===== src/core/wsc_pkg.sv =====
// package: register map, field layout, reset values and states of the watchdog and sleep control
package wsc_pkg;

   // register byte addresses on the apb bus
   localparam logic [11:0] WSC_ADDR_SOFT_CONTROL = 12'h000;
   localparam logic [11:0] WSC_ADDR_CAUSE_STATUS = 12'h004;
   localparam logic [11:0] WSC_ADDR_CONFIG_HIGH = 12'h008;

   // watchdog_soft_control layout
   localparam int WSC_SOFT_ON_BIT = 0;
   localparam logic WSC_SOFT_ON_RST = 1'b0;

   // watchdog_config_high layout
   localparam int WSC_FUSE_ON_BIT = 0;
   localparam int WSC_SCALE_LSB = 1;
   localparam int WSC_SCALE_MSB = 3;
   localparam int WSC_SCALE_W = 3;

   // reset_cause_status layout
   localparam int WSC_TIMEOUT_BIT = 3;
   localparam int WSC_POWERDOWN_BIT = 2;
   localparam logic WSC_TIMEOUT_RST = 1'b1;
   localparam logic WSC_POWERDOWN_RST = 1'b1;

   // register data width and bus data width
   localparam int WSC_REG_W = 8;
   localparam int WSC_BUS_W = 32;

   // postscaler count width covers the largest ratio 2^7
   localparam int WSC_POST_W = 7;

   // oscillator start-up delay in oscillator periods, and the cycle count derived from it
   localparam int WSC_OST_TOSC = 1024;
   localparam int WSC_OST_CYCLES = WSC_OST_TOSC;
   localparam int WSC_OST_W = 11;

   // sleep instruction prefetch step
   localparam int WSC_PC_STEP = 2;

   // control states, gray along run, asleep, start-up wait, resume
   typedef enum logic [1:0] {
      WSC_RUN = 2'b00,
      WSC_ASLEEP = 2'b01,
      WSC_START_WAIT = 2'b11,
      WSC_RESUME = 2'b10
   } wsc_state_e;

   // instruction strobes and global interrupt enable level from the core decoder
   typedef struct packed {
      logic clear_watchdog_instr;
      logic sleep_instr;
      logic global_irq_enable;
   } wsc_cpu_s;

endpackage : wsc_pkg


===== src/core/wsc_watchdog_sleep.sv =====
// watchdog timer with postscaler and sleep entry and wake-up control behind an apb slave
//
// Design decisions made here: the APB register port and the register addresses.
`timescale 1ns/1ps

// How it works
// watchdog counts ticks of its own rc oscillator, ungated by sleep
// time-out while running pulses a device reset marked as watchdog cause
// time-out while asleep wakes the device instead of resetting
// every time-out clears the active-low time-out flag
// fuse enable on means software cannot stop the watchdog
// with fuse enable off, soft control bit 0 switches the watchdog
// soft bit resets to 0, read-write; bits 7..1 read zero
// config byte: bits 3..1 postscaler select, bit 0 fuse enable
// clear-watchdog or sleep instruction zeroes counter and postscaler count
// clearing the postscaler count leaves the selected ratio alone
// sleep entry clears watchdog, clears powerdown flag, sets time-out flag, stops oscillator
// io pins hold their pre-sleep drive and enable while asleep
// wake on master clear, watchdog wake-up, or enabled interrupt
// only clock-free peripherals may raise wake interrupts while asleep
// master clear during sleep resets; other wake sources resume execution
// powerdown flag set at power-up, cleared when sleep really executes
// sleep instruction prefetches the instruction at pc plus 2
// enabled interrupt wakes regardless of global enable; in-line when clear
// global enable set: run next instruction, then vector to interrupt
// pending enabled interrupt turns sleep into a no-operation, flags untouched
// interrupt during or after sleep: sleep completes first, then wakes at once
// crystal modes wait 1024 oscillator periods after wake; rc and ec skip
// postscaler multiplies base time-out by 2^select; overflow signals time-out
module wsc_watchdog_sleep #(
   parameter int BASE_TICKS = 256,
   parameter int BASE_W = 16,
   parameter int IRQ_N = 8,
   parameter logic [IRQ_N-1:0] WAKE_CAPABLE = {IRQ_N{1'b1}},
   parameter int IO_W = 8,
   parameter int PC_W = 21
) (
   // clock and reset
   input wire logic clk,
   input wire logic reset_n,
   // apb slave
   input wire logic psel,
   input wire logic penable,
   input wire logic pwrite,
   input wire logic [11:0] paddr,
   input wire logic [31:0] pwdata,
   output logic [31:0] prdata,
   output logic pready,
   output logic pslverr,
   // non-volatile configuration and oscillator mode
   input wire logic [7:0] watchdog_config_high,
   input wire logic osc_mode_crystal,
   // watchdog rc oscillator tick
   input wire logic watchdog_rc_tick,
   // core strobes and program counter
   input wire wsc_pkg::wsc_cpu_s cpu_strobe,
   input wire logic [PC_W-1:0] pc,
   // interrupt flags and enables
   input wire logic [IRQ_N-1:0] irq_flag,
   input wire logic [IRQ_N-1:0] irq_enable,
   // master clear pin, active low
   input wire logic master_clear_pin_n,
   // io drive from the port logic
   input wire logic [IO_W-1:0] io_out_core,
   input wire logic [IO_W-1:0] io_oe_core,
   // io drive to the pads
   output logic [IO_W-1:0] io_out,
   output logic [IO_W-1:0] io_oe,
   // core and clock control
   output logic device_reset_req,
   output logic reset_by_watchdog,
   output logic cpu_run,
   output logic osc_driver_on,
   output logic wake_done,
   output logic vector_after_next,
   output logic prefetch_req,
   output logic [PC_W-1:0] prefetch_addr
);
   import wsc_pkg::*;

   ////////////////////////////////////////////////////////////////////////////
   // functions

   // last postscaler count before overflow for a given select
   function automatic logic [WSC_POST_W-1:0] post_last(input logic [WSC_SCALE_W-1:0] sel);
      logic [WSC_POST_W:0] ratio;
      ratio = '0;
      ratio[sel] = 1'b1;
      post_last = WSC_POST_W'(ratio - 1'b1);
   endfunction : post_last

   ////////////////////////////////////////////////////////////////////////////
   // declarations

   wsc_state_e state;
   wsc_state_e next_state;
   logic soft_watchdog_on;
   logic timeout_flag_n;
   logic powerdown_flag_n;
   logic [BASE_W-1:0] base_cnt;
   logic [WSC_POST_W-1:0] post_cnt;
   logic [WSC_OST_W-1:0] ost_cnt;
   logic wake_vector;

   ////////////////////////////////////////////////////////////////////////////
   // configuration decode

   wire logic fuse_watchdog_on = watchdog_config_high[WSC_FUSE_ON_BIT];
   wire logic [WSC_SCALE_W-1:0] watchdog_scale_sel =
      watchdog_config_high[WSC_SCALE_MSB:WSC_SCALE_LSB];
   // fuse on overrides any software write
   wire logic watchdog_unit_on = fuse_watchdog_on | soft_watchdog_on;

   ////////////////////////////////////////////////////////////////////////////
   // sleep and wake decode

   wire logic is_run = (state == WSC_RUN);
   wire logic is_asleep = (state == WSC_ASLEEP);
   wire logic irq_pending = |(irq_flag & irq_enable);
   // sleep is a no-operation when an enabled interrupt is already flagged
   wire logic sleep_real = is_run & cpu_strobe.sleep_instr & ~irq_pending;
   wire logic clear_hit = is_run & cpu_strobe.clear_watchdog_instr;
   // clock-dependent sources are masked so they cannot wake the part
   wire logic irq_wake = is_asleep & |(irq_flag & irq_enable & WAKE_CAPABLE);
   wire logic master_clear_hit = ~master_clear_pin_n;

   ////////////////////////////////////////////////////////////////////////////
   // watchdog decode

   wire logic base_last = (base_cnt == BASE_W'(BASE_TICKS - 1));
   wire logic post_at_last = (post_cnt == post_last(watchdog_scale_sel));
   // sleep entry also clears, so a sleep and an overflow in one cycle gives no time-out
   wire logic watchdog_clear = clear_hit | sleep_real | ~watchdog_unit_on;
   wire logic timeout = watchdog_unit_on & watchdog_rc_tick & base_last & post_at_last
      & ~watchdog_clear;
   wire logic watchdog_wake = timeout & is_asleep;
   wire logic watchdog_reset = timeout & ~is_asleep;
   wire logic any_wake = watchdog_wake | irq_wake;

   ////////////////////////////////////////////////////////////////////////////
   // apb decode

   wire logic apb_setup = psel & ~penable;
   wire logic apb_access = psel & penable;
   wire logic hit_soft = (paddr == WSC_ADDR_SOFT_CONTROL);
   wire logic hit_cause = (paddr == WSC_ADDR_CAUSE_STATUS);
   wire logic hit_config = (paddr == WSC_ADDR_CONFIG_HIGH);
   wire logic hit_any = hit_soft | hit_cause | hit_config;
   wire logic soft_write = apb_access & pwrite & hit_soft;

   // read data assembly; unimplemented bits read zero
   logic [WSC_REG_W-1:0] read_byte;
   always_comb begin
      read_byte = '0;
      if (hit_soft) begin
         read_byte[WSC_SOFT_ON_BIT] = soft_watchdog_on;
      end else if (hit_cause) begin
         read_byte[WSC_TIMEOUT_BIT] = timeout_flag_n;
         read_byte[WSC_POWERDOWN_BIT] = powerdown_flag_n;
      end else if (hit_config) begin
         read_byte = watchdog_config_high;
      end
   end

   // zero wait state; unmapped addresses answer with an error
   assign pready = 1'b1;
   assign pslverr = apb_access & ~hit_any;

   // read data captured in the setup cycle so it stands through the access cycle
   always_ff @(posedge clk) begin
      if (!reset_n) begin
         prdata <= '0;
      end else if (apb_setup) begin
         prdata <= {{(WSC_BUS_W - WSC_REG_W){1'b0}}, read_byte};
      end
   end

   ////////////////////////////////////////////////////////////////////////////
   // soft control register

   // only bit 0 is kept, the rest of the write data is dropped
   always_ff @(posedge clk) begin
      if (!reset_n) begin
         soft_watchdog_on <= WSC_SOFT_ON_RST;
      end else if (soft_write) begin
         soft_watchdog_on <= pwdata[WSC_SOFT_ON_BIT];
      end
   end

   ////////////////////////////////////////////////////////////////////////////
   // watchdog counter and postscaler

   // runs on rc ticks only, which keep coming while the main clock stalls the core
   always_ff @(posedge clk) begin
      if (!reset_n || watchdog_clear) begin
         base_cnt <= '0;
         post_cnt <= '0;
      end else if (watchdog_rc_tick) begin
         if (base_last) begin
            base_cnt <= '0;
            post_cnt <= post_at_last ? '0 : post_cnt + 1'b1;
         end else begin
            base_cnt <= base_cnt + 1'b1;
         end
      end
   end

   ////////////////////////////////////////////////////////////////////////////
   // status flags

   // a time-out clears, a real sleep sets; a no-operation sleep touches neither
   always_ff @(posedge clk) begin
      if (!reset_n) begin
         timeout_flag_n <= WSC_TIMEOUT_RST;
         powerdown_flag_n <= WSC_POWERDOWN_RST;
      end else begin
         if (timeout) begin
            timeout_flag_n <= 1'b0;
         end else if (sleep_real) begin
            timeout_flag_n <= 1'b1;
         end
         if (sleep_real) begin
            powerdown_flag_n <= 1'b0;
         end
      end
   end

   ////////////////////////////////////////////////////////////////////////////
   // sleep state machine

   always_comb begin
      next_state = state;
      case (state)
         WSC_RUN: begin
            if (sleep_real) begin
               next_state = WSC_ASLEEP;
            end
         end
         WSC_ASLEEP: begin
            if (any_wake) begin
               next_state = osc_mode_crystal ? WSC_START_WAIT : WSC_RESUME;
            end
         end
         WSC_START_WAIT: begin
            if (ost_cnt == WSC_OST_W'(WSC_OST_CYCLES - 1)) begin
               next_state = WSC_RESUME;
            end
         end
         WSC_RESUME: begin
            next_state = WSC_RUN;
         end
         default: begin
            next_state = WSC_RUN;
         end
      endcase
   end

   // master clear drops straight back to run; the core is reset by the request
   always_ff @(posedge clk) begin
      if (!reset_n || master_clear_hit) begin
         state <= WSC_RUN;
      end else begin
         state <= next_state;
      end
   end

   // start-up wait counter, held at zero outside the wait
   always_ff @(posedge clk) begin
      if (!reset_n || state != WSC_START_WAIT) begin
         ost_cnt <= '0;
      end else begin
         ost_cnt <= ost_cnt + 1'b1;
      end
   end

   // remember at wake time whether an interrupt wake should vector
   always_ff @(posedge clk) begin
      if (!reset_n) begin
         wake_vector <= 1'b0;
      end else if (is_asleep && any_wake) begin
         wake_vector <= irq_wake & cpu_strobe.global_irq_enable;
      end
   end

   ////////////////////////////////////////////////////////////////////////////
   // core, clock and reset outputs

   assign cpu_run = is_run;
   assign osc_driver_on = is_run | (state == WSC_START_WAIT) | (state == WSC_RESUME);

   always_ff @(posedge clk) begin
      if (!reset_n) begin
         device_reset_req <= 1'b0;
         reset_by_watchdog <= 1'b0;
         wake_done <= 1'b0;
         vector_after_next <= 1'b0;
      end else begin
         device_reset_req <= watchdog_reset | master_clear_hit;
         if (watchdog_reset) begin
            reset_by_watchdog <= 1'b1;
         end else if (master_clear_hit) begin
            reset_by_watchdog <= 1'b0;
         end
         // resume without reset; the core runs the next instruction in line
         wake_done <= (state == WSC_RESUME) & ~master_clear_hit;
         vector_after_next <= (state == WSC_RESUME) & wake_vector & ~master_clear_hit;
      end
   end

   ////////////////////////////////////////////////////////////////////////////
   // prefetch of the instruction after sleep

   always_ff @(posedge clk) begin
      if (!reset_n) begin
         prefetch_req <= 1'b0;
         prefetch_addr <= '0;
      end else begin
         prefetch_req <= is_run & cpu_strobe.sleep_instr;
         if (is_run && cpu_strobe.sleep_instr) begin
            prefetch_addr <= pc + PC_W'(WSC_PC_STEP);
         end
      end
   end

   ////////////////////////////////////////////////////////////////////////////
   // io hold

   // pads follow the port logic only while running; frozen otherwise
   always_ff @(posedge clk) begin
      if (!reset_n) begin
         io_out <= '0;
         io_oe <= '0;
      end else if (is_run && !sleep_real) begin
         io_out <= io_out_core;
         io_oe <= io_oe_core;
      end else begin
         io_out <= io_out;
         io_oe <= io_oe;
      end
   end

endmodule : wsc_watchdog_sleep


===== config.mk =====
export PLATFORM = sky130hd
export DESIGN_NAME = wsc_watchdog_sleep
export DESIGN_NICKNAME = d
export VERILOG_FILES = /design/src/core/wsc_pkg.sv /design/src/core/wsc_watchdog_sleep.sv
export SDC_FILE = /design/constraint.sdc
export NUM_CORES = 1
export LEC_CHECK = 0
export BUFFER_PORTS_ARGS = -buffer_cell sky130_fd_sc_hd__buf_2
export CORE_MARGIN = 2
export CORE_UTILIZATION = 40
export CTS_CLUSTER_DIAMETER = 50
export DETAILED_ROUTE_END_ITERATION = 6
export PLACE_DENSITY_LB_ADDON = 0.08
export SLEW_MARGIN = 20
export SYNTH_ARGS = -nofsm -noshare
export SYNTH_HDL_FRONTEND = slang
export SYNTH_SLANG_ARGS = --single-unit

===== constraint.sdc =====
create_clock -name clk -period 2.82 [get_ports clk]
set_input_delay 0.564 -clock clk [delete_from_list [all_inputs] [get_ports clk]]
set_output_delay 0.564 -clock clk [all_outputs]
set_load 0.005 [all_outputs]

-- Word level (Yosys, flattened, before mapping)
Cells that the tools add are included.
- output and inout bits: 78
- logic and storage cells: 107
- input port bits: 116
- register bits: 90
- eq/ne operators: 13
- bitwise operators: 36
- mux-type cells: 19
- $lt $le $gt $ge: 2
- add/subtract/negate cells: 5
- reduce and logical (&&, ||, !) cells: 15
- operators with widths (cell ; count):
    $add A21 B2 Y21 const B ; 1
    $and A1 B1 Y1 ; 19
    $add A16 B1 Y16 const B ; 1
    $eq A16 B8 Y1 const B ; 1
    $mux W16 ; 1
    $mux W7 ; 2
    $eq A12 B3 Y1 const B ; 1
    $eq A12 B4 Y1 const B ; 1
    $logic_not A12 Y1 ; 1
    $add A11 B1 Y11 const B ; 1
    $eq A11 B10 Y1 const B ; 1
    $mux W2 ; 5
    $or A1 B1 Y1 ; 9
    $and A8 B8 Y8 ; 1
    $mux W8 ; 1
    $pmux W2 S4 ; 1
    $reduce_or A8 Y1 ; 1
    $add A7 B1 Y7 const B ; 1
    $eq A7 B7 Y1 ; 1
    $mux W1 ; 7
    $not A1 Y1 ; 7
    $sub A7 B1 Y7 const B ; 1
    $ne A2 B1 Y1 const B ; 3
    $eq A2 B2 Y1 const B ; 2
    13 further kinds ; 20

-- Depth between registers and ports, before layout
- depth after elaboration: 12
- depth in mapped cells: 7
- depth with buffers taken out: 6

-- Least setup slack after synthesis
Ideal clock, no wire load.
- path kind: input -> register
- start: input port watchdog_config_high[3]
- end: register timeout_flag_n
- cell stages on the path: 6
- path buffers: 1
- arrival: 2.165 ns
- data required time: 2.706 ns
- slack: 0.541 ns
- library setup time: 0.114 ns
- cell sequence: buf_2 -> or4_1 -> o21ai_0 -> a31oi_1 -> or4_4 -> a21o_1
- word-level cells in the longest chain between the ends: 9
- elaborated cells between the ends (all ways): 11
- those cells by class: 1 x add/sub; 2 x order compare; 1 x eq/ne; 3 x mux; 2 x bitwise; 2 x reduce/logical
- ends and longest elaborated chain (item ; line ; source):
    from (decl) ; wsc_watchdog_sleep.sv:51 ; input wire logic [7:0] watchdog_config_high,
    $lt A3 B4 Y1 (not written as such) / $ge A3 B1 Y1 (equally long branches) ; wsc_watchdog_sleep.sv:88 ; ratio[sel] = 1'b1;
    $logic_and A1 B1 Y1 (not written as such) ; wsc_watchdog_sleep.sv:88 ;
    $mux W1 (not written as such) ; wsc_watchdog_sleep.sv:88 ;
    $demux W1 S3 * ; wsc_watchdog_sleep.sv:88 ;
    $sub A7 B1 Y7 * ; wsc_watchdog_sleep.sv:89 ; post_last = WSC_POST_W'(ratio - 1'b1);
    $eq A7 B7 Y1 * ; wsc_watchdog_sleep.sv:131 ; wire logic post_at_last = (post_cnt == post_last(watchdog_scale_sel));
    $and A1 B1 Y1 * ; wsc_watchdog_sleep.sv:134 ; wire logic timeout = watchdog_unit_on & watchdog_rc_tick & base_last & post_at_last
    $and A1 B1 Y1 * ; wsc_watchdog_sleep.sv:135 ; & ~watchdog_clear;
    $mux W1 / $reduce_bool A2 Y1 (equally long branches) ; - ;
    to (signal assigned) ; wsc_watchdog_sleep.sv:214 ; timeout_flag_n <= WSC_TIMEOUT_RST;
    to (signal assigned) ; wsc_watchdog_sleep.sv:218 ; timeout_flag_n <= 1'b0;
    to (signal assigned) ; wsc_watchdog_sleep.sv:220 ; timeout_flag_n <= 1'b1;
    to (decl) ; wsc_watchdog_sleep.sv:98 ; logic timeout_flag_n;
Mark *: on every way between the ends. The rest lies on a longest branch, timed or not.
A chain may end at the register's enable or synchronous reset.

-- Final worst setup path
- start: register base_cnt[11]
- end: register timeout_flag_n
- word-level cells in the longest chain between the ends: 5
- elaborated cells between the ends (all ways): 6
- those cells by class: 1 x eq/ne; 1 x mux; 3 x bitwise; 1 x reduce/logical
- ends and longest elaborated chain (item ; line ; source):
    from (decl) ; wsc_watchdog_sleep.sv:100 ; logic [BASE_W-1:0] base_cnt;
    from (signal assigned) ; wsc_watchdog_sleep.sv:203 ; base_cnt <= base_cnt + 1'b1;
    $eq A16 B8 Y1 * ; wsc_watchdog_sleep.sv:130 ; wire logic base_last = (base_cnt == BASE_W'(BASE_TICKS - 1));
    $and A1 B1 Y1 * (2 in series) ; wsc_watchdog_sleep.sv:134 ;
    $and A1 B1 Y1 * ; wsc_watchdog_sleep.sv:135 ;
    $mux W1 / $reduce_bool A2 Y1 (equally long branches) ; - ;
Marks and branches as above.

==> metrics.csv <==
stage,metric,value,unit
die,Die H,107,um
setup_path,reg2reg path depth,5,
grt,number of global-route vias before repair,3625,
grt,GRT overflow,0,
sta,Clock Skews,8.01,ps
grt,antenna violations before repair,0,
sta,max frequency,475,MHz
setup_path,Critical Path Source Type,flop,
cts,clk sink count,90,
worst_hold_path,Worst Hold Depth,3,
routing,DR DRC count,0,
power,Power Dens Cells,468,mW/mm2
cts,"CTS clk-pin slew, worst paths",100,ps
sta,Fin. Hold Viols,0,
routing,initial drt markers,118,
setup_path,"Max stage delay cell, worst path",or4_4,
cts,clock latency on the worst-skew pair,350,ps
setup_path,kind of critical path,reg -> reg,
synthesis,post-synthesis cell type count,49,
grt,first-pass GRT wire length,16.3,mm
cts,# resized after CTS,0,
cts,# hold bufs at CTS,0,
placed_design,gpl congestion,0.832,
cells_and_area,fillers,1020,
setup_path,CP max FO,5,
routing,Vias/cell,4.92,
routing,DR pass1 iterations,4,
cts,Root Driver,clkbuf_8,
setup_path,Critical Path End Type,flop,
synthesis,Post-synth EDFFs,0,
sta,fin worst setup slack,714,ps
synthesis,Synth Area per Inst,8.71,um2
cts,setup repair bufs after CTS,0,
power,Max IR drop VDD,0.234,mV
die,Initial Util,0.413,
setup_path,Arrival @ worst endpoint,2360,ps
synthesis,top_reg_cell synth,dfxtp_1,
synthesis,"FF+latch count, synth",90,
synthesis,Yosys top cell by area,dfxtp_1,
sta,count of final setup violators,0,
placed_design,pre-CTS setup slack,432,ps
cts,CTS H-tree lvls,3,
worst_hold_path,Hold Crit Class,in -> reg,
placed_design,Placed Cells,746,
synthesis,"Seq/Total Area, Yosys",0.423,
die,die width,107,um
die,# rows,37,
setup_path,Most common cell on crit path,or4_4,
power,Pleak,2.29,nW
synthesis,Yosys warning count,0,
setup_path,Crit path max-delay family,simple AND/OR/NAND/NOR gates,
cells_and_area,utilization after layout,0.500,
die,core footprint,0.0103,mm2
routing,post-DR wirelength/cell,13.1,um
setup_path,crit path buf inv count,0,
setup_path,Critical Path Stages,5,
setup_path,R2R Setup Slk,710,ps
synthesis,area share of the largest cell type after synthesis,0.423,
setup_path,CP required,3070,ps
sta,fin. max-slew vios,0,
cells_and_area,# diodes,0,
setup_path,worst-path cell chain,or4_4 -> nor4_4 -> nand2_2 -> or4_4 -> a21o_1,
synthesis,synth top area cells,"dfxtp_1, nor2_1, xnor2_1",
worst_hold_path,hold endpoint,io_oe[3]$_SDFFE_PN0P_,
routing,Vias,3749,
setup_path,r2r startpoint,base_cnt[11]$_SDFFE_PP0P_,
die,die area,0.0115,mm2
run,max-cap viol count,0,
cts,Max Buffers Root-to-Sink,2,
routing,final wirelength,9.99,mm
cts,cts bufs inserted,9,
synthesis,Synth async-reset ratio,0,
cells_and_area,nets,741,
cts,TritonCTS clock tree,yes,
sta,setup repair after global routing missed its margin,false,
die,I/O Pins,194,
placed_design,HPWL Detailed,7.55,mm
grt,largest net degree at the start of global routing,42,
sta,Final period util,0.747,
routing,Final ANT Viol Nets,0,
cells_and_area,share of layout cells above drive strength 1,0.273,
sta,Setup TNS Final,0,ps
cells_and_area,Synth-to-Final Area Change,21.1,%
synthesis,post-synthesis cell count,489,
synthesis,Netlist Area Pre-Place,0.00426,mm2
worst_hold_path,hold path start,io_oe_core[3],
sta,Final min period,2110,ps
status,status,finished clean,
setup_path,Max stage delay on crit path,560,ps
cells_and_area,final std cells w/o fill,762,
setup_path,Worst R2R End,timeout_flag_n$_SDFFE_PN1P_,
grt,overall routing resource usage,0.175,
placed_design,Buffers on Ports,137,
## worst max-delay path by stage
| stage | end | slack, ps | from |
|---|---|---|---|
| floorplan | timeout_flag_n$_SDFFE_PN1P_ | 540 | watchdog_config_high[3] |
| global placement | timeout_flag_n$_SDFFE_PN1P_ | 440 | watchdog_config_high[3] |
| detailed placement | timeout_flag_n$_SDFFE_PN1P_ | 430 | watchdog_config_high[3] |
| CTS | timeout_flag_n$_SDFFE_PN1P_ | 690 | base_cnt[11]$_SDFFE_PP0P_ |
| global route | timeout_flag_n$_SDFFE_PN1P_ | 540 | base_cnt[0]$_SDFFE_PP0P_ |
| finish | timeout_flag_n$_SDFFE_PN1P_ | 710 | base_cnt[11]$_SDFFE_PP0P_ |
## layer usage
layer  vias up  routed length (um)  track usage
li1       1925                   -            -
met1      1726                4430        0.208
met2        89                4830        0.300
met3         9                 610       0.0541
met4         0                 127       0.0547
met5         -                   0            0
## tightest hold or removal path, stage by stage
cell     delay [ps]
buf_2            70
mux2i_1          50
nor2_1           70
## placed cells by master, fill, tap and decap left out, drive strengths merged, types with 4 or more instances in the layout
cell type    n
a211oi       9
a21oi       20
a22oi       11
and3         8
and4         8
buf        143
clkbuf      10
conb        25
dfxtp       90
ha           4
inv         10
mux2i       19
nand2       27
nand2b       4
nand3       18
nand4       18
nor2        79
nor2b        7
nor3        17
nor4         6
o21ai       12
or4          4
xnor2       24
xor2        23
## power by group
part / internal (mW) / switching [mW]
Combinational: 0.126 / 0.148
Clock: 0.344 / 0.465
Sequential: 1.31 / 0.0193
## synth_stat cells, types with 14 or more instances
cell,n
dfxtp_1,90
nor2_1,79
buf_4,27
nand2_1,26
xnor2_1,24
xor2_1,23
a21oi_1,20
mux2i_1,19
nand3_1,18
nand4_1,18
nor3_1,17
clkbuf_1,14
## state kept, by name, indices dropped and copies added, names as in the netlist
| name | cells |
|---|---|
| prdata | 8 |
| io_out | 8 |
| powerdown_flag_n | 1 |
| state | 2 |
| io_oe | 8 |
| prefetch_addr | 21 |
| reset_by_watchdog | 1 |
| wake_vector | 1 |
| post_cnt | 7 |
| timeout_flag_n | 1 |
| prefetch_req | 1 |
| device_reset_req | 1 |
| ost_cnt | 11 |
| vector_after_next | 1 |
| soft_watchdog_on | 1 |
| wake_done | 1 |
| base_cnt | 16 |
## cells by family after synthesis
logic type / synth area share
flip-flops: 0.423
buffers and inverters: 0.0722
AND/OR/NAND/NOR: 0.242
XOR/XNOR: 0.0966
other: 0.00176
multiplexers: 0.0473
AO/OA/AOI/OAI: 0.106
adder cells (fa/ha/maj): 0.0117
## final cells by class
cell class,count,area [um2],area share
Clock buffer,10,138,0.0267
Clock inverter,6,41.3,0.00800
Inverter,9,33.8,0.00655
Multi-Input combinational cell,368,2240,0.435
Sequential cell,90,1800,0.349
Tap cell,136,170,0.0330
Timing Repair Buffer,143,731,0.142
## per-stage QoR
stage / hold WS (ps) / cell area (um2) / power, mW
6_report: 439 / 5160 / 2.41
2_1_floorplan: 413 / 4350 / 1.52
3_3_place_gp: 425 / 4980 / 1.63
5_1_grt: 421 / 5160 / 2.54
3_5_place_dp: 433 / 4980 / 1.64
4_1_cts: 423 / 5160 / 2.45
(Power assumes the default switching activity.)
